**src/ccs_pkg.sv**
```systemverilog
// Package for the CPU clock source switch: register map, field layout, timing.
// Assumes one 200 MHz system clock shared by controller and device ends.
package ccs_pkg;
  // Clock control register offset in device I/O space
  localparam logic [15:0] CCS_CTRL_OFFSET = 16'hFF00;
  // Field positions
  localparam int CCS_BIT_GP = 0;
  localparam int CCS_BIT_UNUSED = 1;
  localparam int CCS_BIT_FAST_EN = 2;
  localparam int CCS_BIT_SELECT = 3;
  // Reset value of the register
  localparam logic [3:0] CCS_CTRL_RESET = 4'h0;
  // Stabilisation wait, in microseconds, and clock rate in MHz
  localparam int CCS_SETTLE_US = 5000;
  localparam int CCS_CLK_MHZ = 200;
  localparam int CCS_SETTLE_CYCLES = CCS_SETTLE_US * CCS_CLK_MHZ;
  // Instruction cycle times in nanoseconds for each source
  localparam int CCS_INSN_NS_32K = 61000;
  localparam int CCS_INSN_NS_60K = 33000;
  localparam int CCS_INSN_NS_FAST = 560;
  // Avalon register offsets (word index) of the controller
  localparam logic [1:0] CCS_AV_CMD = 2'h0;
  localparam logic [1:0] CCS_AV_STATUS = 2'h1;
  localparam logic [1:0] CCS_AV_RAW = 2'h2;
  // Command codes written to the command register
  localparam logic [1:0] CCS_CMD_TO_SLOW = 2'h1;
  localparam logic [1:0] CCS_CMD_TO_FAST = 2'h2;
  localparam logic [1:0] CCS_CMD_GP = 2'h3;
endpackage : ccs_pkg

```
**src/ccs_if.sv**
```systemverilog
// Interface joining the switching controller and the clock source device.
// Assumes both ends run on the same clock; a simple single-cycle write port.
interface ccs_if;
  logic wr_en;          // One-cycle register write strobe
  logic [15:0] addr;    // I/O address
  logic [3:0] wdata;    // Write data
  logic [3:0] rdata;    // Read data, combinational from device state
  modport device (input wr_en, input addr, input wdata, output rdata);
  modport ctrl (output wr_en, output addr, output wdata, input rdata);
endinterface : ccs_if

```
**src/ccs_ctrl.sv**
```systemverilog
// Switching sequencer: takes commands over Avalon-MM and drives the device port.
// Assumes software issues one command at a time and polls the busy flag.
//
// The Avalon-MM interface to the registers was chosen for this implementation.
module ccs_ctrl
  import ccs_pkg::*;
#(
  parameter int SETTLE_CYCLES = CCS_SETTLE_CYCLES
)
(
  input wire logic clock_in,
  input wire logic rst_in,
  ccs_if.ctrl dev,
  input wire logic [1:0] avs_address_in,
  input wire logic avs_read_in,
  input wire logic avs_write_in,
  input wire logic [31:0] avs_writedata_in,
  output logic [31:0] avs_readdata_out,
  output logic avs_waitrequest_out,
  output logic busy_out
);
  import ccs_pkg::*;
  typedef enum logic [2:0] {
    S_IDLE, S_EN_ON, S_WAIT, S_SEL_ON, S_SEL_OFF, S_EN_OFF, S_GP
  } ccs_state_t;
  typedef struct packed {
    ccs_state_t state;
    logic [31:0] cnt;     // Settle counter
    logic [3:0] shadow;   // Last value written to the device
    logic gp;             // General-purpose bit to write
    logic wr;             // Device write strobe
    logic [31:0] rdata;   // Avalon read data
    logic wait_r;         // Avalon waitrequest
    logic ack;            // Accepted a bus cycle last edge
  } ccs_ctl_t;
  ccs_ctl_t st_ff, nxt_st;
  logic [3:0] img;

  ////////////////////////////////////////////////////////////////////////
  // Build a device word with chosen bits
  function automatic logic [3:0] mk(input logic sel, input logic en, input logic gp);
    logic [3:0] w;
    w = 4'h0;
    w[CCS_BIT_SELECT] = sel;
    w[CCS_BIT_FAST_EN] = en;
    w[CCS_BIT_GP] = gp;
    return w;
  endfunction : mk

  ////////////////////////////////////////////////////////////////////////
  // Sequencer and bus slave; waitrequest drops for one cycle per access
  always_comb
  begin
    nxt_st = st_ff;
    nxt_st.wr = 1'b0;
    nxt_st.ack = 1'b0;
    nxt_st.wait_r = 1'b1;
    if ((avs_read_in || avs_write_in) && !st_ff.ack && st_ff.wait_r)
    begin
      nxt_st.wait_r = 1'b0;
      nxt_st.ack = 1'b1;
      nxt_st.rdata = 32'h0;
      if (avs_read_in)
      begin
        unique case (avs_address_in)
          CCS_AV_STATUS: nxt_st.rdata = {31'h0, st_ff.state != S_IDLE};
          CCS_AV_RAW: nxt_st.rdata = {28'h0, dev.rdata};
          default: nxt_st.rdata = 32'h0;
        endcase
      end
      else if (avs_address_in == CCS_AV_CMD && st_ff.state == S_IDLE)
      begin
        // Commands while busy are ignored
        unique case (avs_writedata_in[1:0])
          CCS_CMD_TO_FAST: nxt_st.state = S_EN_ON;
          CCS_CMD_TO_SLOW: nxt_st.state = S_SEL_OFF;
          CCS_CMD_GP:
          begin
            nxt_st.gp = avs_writedata_in[4];
            nxt_st.state = S_GP;
          end
          default: nxt_st.state = S_IDLE;
        endcase
      end
    end
    unique case (st_ff.state)
      S_IDLE: ;
      S_EN_ON:
      begin
        nxt_st.shadow = mk(1'b0, 1'b1, st_ff.shadow[CCS_BIT_GP]);
        nxt_st.wr = 1'b1;
        nxt_st.cnt = SETTLE_CYCLES;
        nxt_st.state = S_WAIT;
      end
      S_WAIT:
      begin
        // Count the full settle time; parameter can be raised for margin
        if (st_ff.cnt == 32'h0)
          nxt_st.state = S_SEL_ON;
        else
          nxt_st.cnt = st_ff.cnt - 32'h1;
      end
      S_SEL_ON:
      begin
        nxt_st.shadow = mk(1'b1, 1'b1, st_ff.shadow[CCS_BIT_GP]);
        nxt_st.wr = 1'b1;
        nxt_st.state = S_IDLE;
      end
      S_SEL_OFF:
      begin
        nxt_st.shadow = mk(1'b0, st_ff.shadow[CCS_BIT_FAST_EN], st_ff.shadow[CCS_BIT_GP]);
        nxt_st.wr = 1'b1;
        nxt_st.state = S_EN_OFF;
      end
      S_EN_OFF:
      begin
        // Second, separate write stops the oscillator to save current
        nxt_st.shadow = mk(1'b0, 1'b0, st_ff.shadow[CCS_BIT_GP]);
        nxt_st.wr = 1'b1;
        nxt_st.state = S_IDLE;
      end
      S_GP:
      begin
        nxt_st.shadow = mk(st_ff.shadow[CCS_BIT_SELECT], st_ff.shadow[CCS_BIT_FAST_EN], st_ff.gp);
        nxt_st.wr = 1'b1;
        nxt_st.state = S_IDLE;
      end
      default: nxt_st.state = S_IDLE;
    endcase
  end

  // State register; reset mirrors the device reset value
  always_ff @(posedge clock_in)
  begin
    if (rst_in)
    begin
      st_ff <= '0;
      st_ff.shadow <= CCS_CTRL_RESET;
      st_ff.wait_r <= 1'b1;
    end
    else
      st_ff <= nxt_st;
  end

  assign img = st_ff.shadow;
  assign dev.wr_en = st_ff.wr;
  assign dev.addr = CCS_CTRL_OFFSET;
  assign dev.wdata = img;
  assign avs_readdata_out = st_ff.rdata;
  assign avs_waitrequest_out = st_ff.wait_r;
  assign busy_out = (st_ff.state != S_IDLE);
endmodule : ccs_ctrl

```
**src/flat_wrapper.sv**
```systemverilog
// flat-port wrapper written by rule: the top's interface ports become plain ports
module ccs_ctrl_flat import ccs_pkg::*;
#(
  parameter int SETTLE_CYCLES = CCS_SETTLE_CYCLES
)
  (clock_in, rst_in, avs_address_in, avs_read_in, avs_write_in, avs_writedata_in, avs_readdata_out, avs_waitrequest_out, busy_out, dev_wr_en, dev_addr, dev_wdata, dev_rdata);
  ccs_if dev_i ();
  input wire logic clock_in;
  input wire logic rst_in;
  input wire logic [1:0] avs_address_in;
  input wire logic avs_read_in;
  input wire logic avs_write_in;
  input wire logic [31:0] avs_writedata_in;
  output logic [31:0] avs_readdata_out;
  output logic avs_waitrequest_out;
  output logic busy_out;
  output wire logic [$bits(dev_i.wr_en)-1:0] dev_wr_en;
  output wire logic [$bits(dev_i.addr)-1:0] dev_addr;
  output wire logic [$bits(dev_i.wdata)-1:0] dev_wdata;
  input wire logic [$bits(dev_i.rdata)-1:0] dev_rdata;
  assign dev_wr_en = dev_i.wr_en;
  assign dev_addr = dev_i.addr;
  assign dev_wdata = dev_i.wdata;
  assign dev_i.rdata = dev_rdata;
  ccs_ctrl #(.SETTLE_CYCLES(SETTLE_CYCLES)) u_core (.clock_in(clock_in), .rst_in(rst_in), .dev(dev_i), .avs_address_in(avs_address_in), .avs_read_in(avs_read_in), .avs_write_in(avs_write_in), .avs_writedata_in(avs_writedata_in), .avs_readdata_out(avs_readdata_out), .avs_waitrequest_out(avs_waitrequest_out), .busy_out(busy_out));
endmodule
```
**config.mk**
```make
export PLATFORM = sky130hd
export DESIGN_NAME = ccs_ctrl_flat
export DESIGN_NICKNAME = d
export VERILOG_FILES = /design/src/ccs_pkg.sv /design/src/ccs_if.sv /design/src/ccs_ctrl.sv /design/src/flat_wrapper.sv
export SDC_FILE = /design/constraint.sdc
export NUM_CORES = 1
export LEC_CHECK = 0
export BUFFER_PORTS_ARGS = -buffer_cell sky130_fd_sc_hd__buf_2
export CORE_MARGIN = 1
export CORE_UTILIZATION = 53
export CTS_BUF_LIST = sky130_fd_sc_hd__clkbuf_8
export CTS_CLUSTER_SIZE = 20
export DETAILED_ROUTE_END_ITERATION = 6
export GPL_ROUTABILITY_DRIVEN = 0
export MAX_ROUTING_LAYER = met4
export PLACE_DENSITY = 0.91
export SYNTH_ARGS = -nofsm -noshare
export SYNTH_HDL_FRONTEND = slang
export SYNTH_SLANG_ARGS = --single-unit
```
**constraint.sdc**
```tcl
create_clock -name clock_in -period 2.15 [get_ports clock_in]
set_input_delay 0.215 -clock clock_in [delete_from_list [all_inputs] [get_ports clock_in]]
set_output_delay 0.215 -clock clock_in [all_outputs]
set_load 0.005 [all_outputs]
```
==> metrics <==
status=finished, final reports clean; Max Cap Violations=0; Ys Warns=0; mapped cell area=2930 um2; Post-synth ARST share=0; maximum VDD drop=~1.4 mV; most area-hungry cell type in the Yosys netlist=dfxtp_1; CTS tree=done; wire length per cell=around 15 um; # DRC=0; clock latency on the worst-skew pair=0.31 ns; Distinct cells, synth=56; Power Total=roughly 0.0054 W; initial antenna violation count=0; Worst Path Required=2.39 ns; Die X=76.4 um; final count of pins violating max slew=0; synthesized area per cell=8.57 um2; WHS=0.147 ns; Longest Clk Path Bufs=2; Yosys top cell area share=0.314; Initial Utilization=0.563; ratio of cells with drive above 1 in the final layout=0.244; crit end category=register; Syn Inst Count=342; Die Y=roughly 76 um; Routed WL=6520 um; Worst Max-Slew Pin Slew=0.691 ns; GR Overflow Total=0; Critical Path Start Type=register; Max Clock Freq=between 400 and 500 MHz; fillers=430; hold violation total from the final report=0; DP Wirelength=about 4500 um; vias in the first global route=2391; Worst Skew=around 0.011 ns; Detailed Route Iter0 Violations=309; Clock Pin Slew Worst Setup and Hold Paths=0.08 ns; Final period util=0.972; DR vias=2661; Synth Register Bits=46; CP Class=register to register; critical-path maximum fanout=4; Pleak=between 1 and 1.5 nW; leading cell types in the layout, fill and taps excluded=conb_1, dfxtp_1, buf_4; largest net degree at the start of global routing=33; Reg2Reg Setup Slack=0.06 ns; Core Region=5200 um2; Routed Antenna Nets=0; Seq/Total Area, Yosys=0.314; HP Class=input pin to register; Clock Tree Root=clkbuf_8; predominant post-synthesis flop cell=dfxtp_1; Cell Rows=26; Pre-Repair DR Iteration Count=5; Placed Cells=438; Tmin final=2.09 ns; CTS Sinks=46; htree depth=2; Power Density=about 1700 nW/um2; IO Port Bufs=22; Setup Buffers After CTS=0; CTS Buf Count=5; post-route insts no fill=447; commonest non-fill, non-tap cell in the layout=conb_1; Ports=97; hold-fix buffers at CTS=0; setup violators final=0; drt via density=5.95; EDFF count, synth=0; area grow syn2layout=8.92%; Worst Path Arrival=2.33 ns; die area=5830 um2; NumNets Final=423; Ant. Diodes=0; Rel. slew slack=0.540; global-route usage over all layers=0.237; first-pass GRT wire length=10900 um; Synth area leaders=dfxtp_1, buf_4, a21oi_1
[state kept, by name, indices dropped and copies added, names as in the netlist]
signal	flops
u_core.dev.wdata	3
u_core.st_ff	37
u_core.avs_readdata_out	4
u_core.avs_waitrequest_out	1
u_core.dev.wr_en	1
[per-layer routing]
layer,vias up,GRT usage,part of all wire
li1,1255,-,-
met3,16,0.0515,0.066
met4,0,0.115,0.023
met2,132,0.369,0.50
met5,-,-,0
met1,1258,0.290,0.41
[path summary, 6_finish.rpt]
path / to / start / cells past startpoint
worst max-delay path: u_core.st_ff[66] / u_core.st_ff[40] / 8
worst min-delay path: u_core.st_ff[35] / avs_writedata_in[4] / 3
worst max register to register: u_core.st_ff[66] / u_core.st_ff[40] / 8
worst min register to register: u_core.avs_readdata_out[3] / u_core.avs_readdata_out[3] / 2
[per-stage QoR]
step | setup TNS (ns) | area (um2) | setup slack (ns) | utilization
final | 0 | 3190 | 0.0598 | 0.613
after detailed placement | -0.00414 | 3000 | -0.00414 | 0.576
after floorplan | 0 | 3090 | 0.187 | -
after global routing | -0.0433 | 3190 | -0.0182 | 0.613
after global placement | 0 | 3000 | 0.0912 | 0.576
after CTS | 0 | 3110 | 0.0146 | 0.597
[cell usage after synthesis, types with 2 or more instances]
library cell / instances
conb_1: 2
or3_2: 2
inv_1: 8
buf_4: 54
and3_1: 4
nor2_1: 16
nand2_1: 20
nor4_1: 7
nand4b_1: 2
a311oi_1: 3
nand4_1: 12
mux2i_1: 10
o31ai_1: 12
or4_1: 11
clkbuf_8: 2
o21ai_0: 5
a21oi_1: 24
o21ai_1: 3
nor3_2: 2
clkbuf_1: 6
a31oi_1: 4
or2_2: 2
nor3_1: 12
and4_1: 2
a211oi_1: 3
or3_1: 18
nor4_2: 2
or4_4: 3
nor4b_1: 2
buf_6: 4
nand2b_1: 4
ha_1: 5
nand3_1: 8
dfxtp_1: 46
[layout make-up]
type / count / area, um2 / share of cell area
Clock inverter: 3 / 41.3 / 0.0129
Timing Repair Buffer: 50 / 320 / 0.100
Multi-Input combinational cell: 265 / 1720 / 0.539
Clock buffer: 5 / 68.8 / 0.0216
Sequential cell: 46 / 923 / 0.289
Tap cell: 70 / 87.6 / 0.0274
Inverter: 8 / 30.0 / 0.00940
[power by group]
| part | total, W | internal, W | switching, W | leakage [nW] |
|---|---|---|---|---|
| clock | 0.000638 | 0.000342 | 0.000296 | 0.0556 |
| sequential | 0.00120 | 0.00101 | 0.000190 | 0.374 |
| combinational | 0.00353 | 0.00135 | 0.00217 | 0.922 |
[logic make-up (layout without fill, tap and decap cells)]
family,after synthesis,in the layout,synth area share
compound gates,63,63,0.146
mux,10,10,0.0341
buf+inv,75,66,0.182
flops,46,46,0.314
fa+ha+maj,5,5,0.0213
other cells,2,45,0.00256
simple gates,140,141,0.296
xor+xnor,1,1,0.00299
[what timing repair did]
item / 4_1_cts / 5_1_grt
resized for setup: 1 / 19
endpoints found under the setup margin: 2 / 27
gates cloned: 0 / 1
pin swaps: 0 / 4
endpoints found under the hold margin: 0 / 0
[critical path, stage by stage (launching register included)]
cell and delay [ns]:
dfxtp_2 0.33, inv_2 0.06, ha_2 0.18, or4b_4 0.52, nor2_4 0.13, buf_4 0.14
nand4_1 0.12, or4_4 0.44, a21oi_2 0.12
Power figures use the tool's default switching activity.
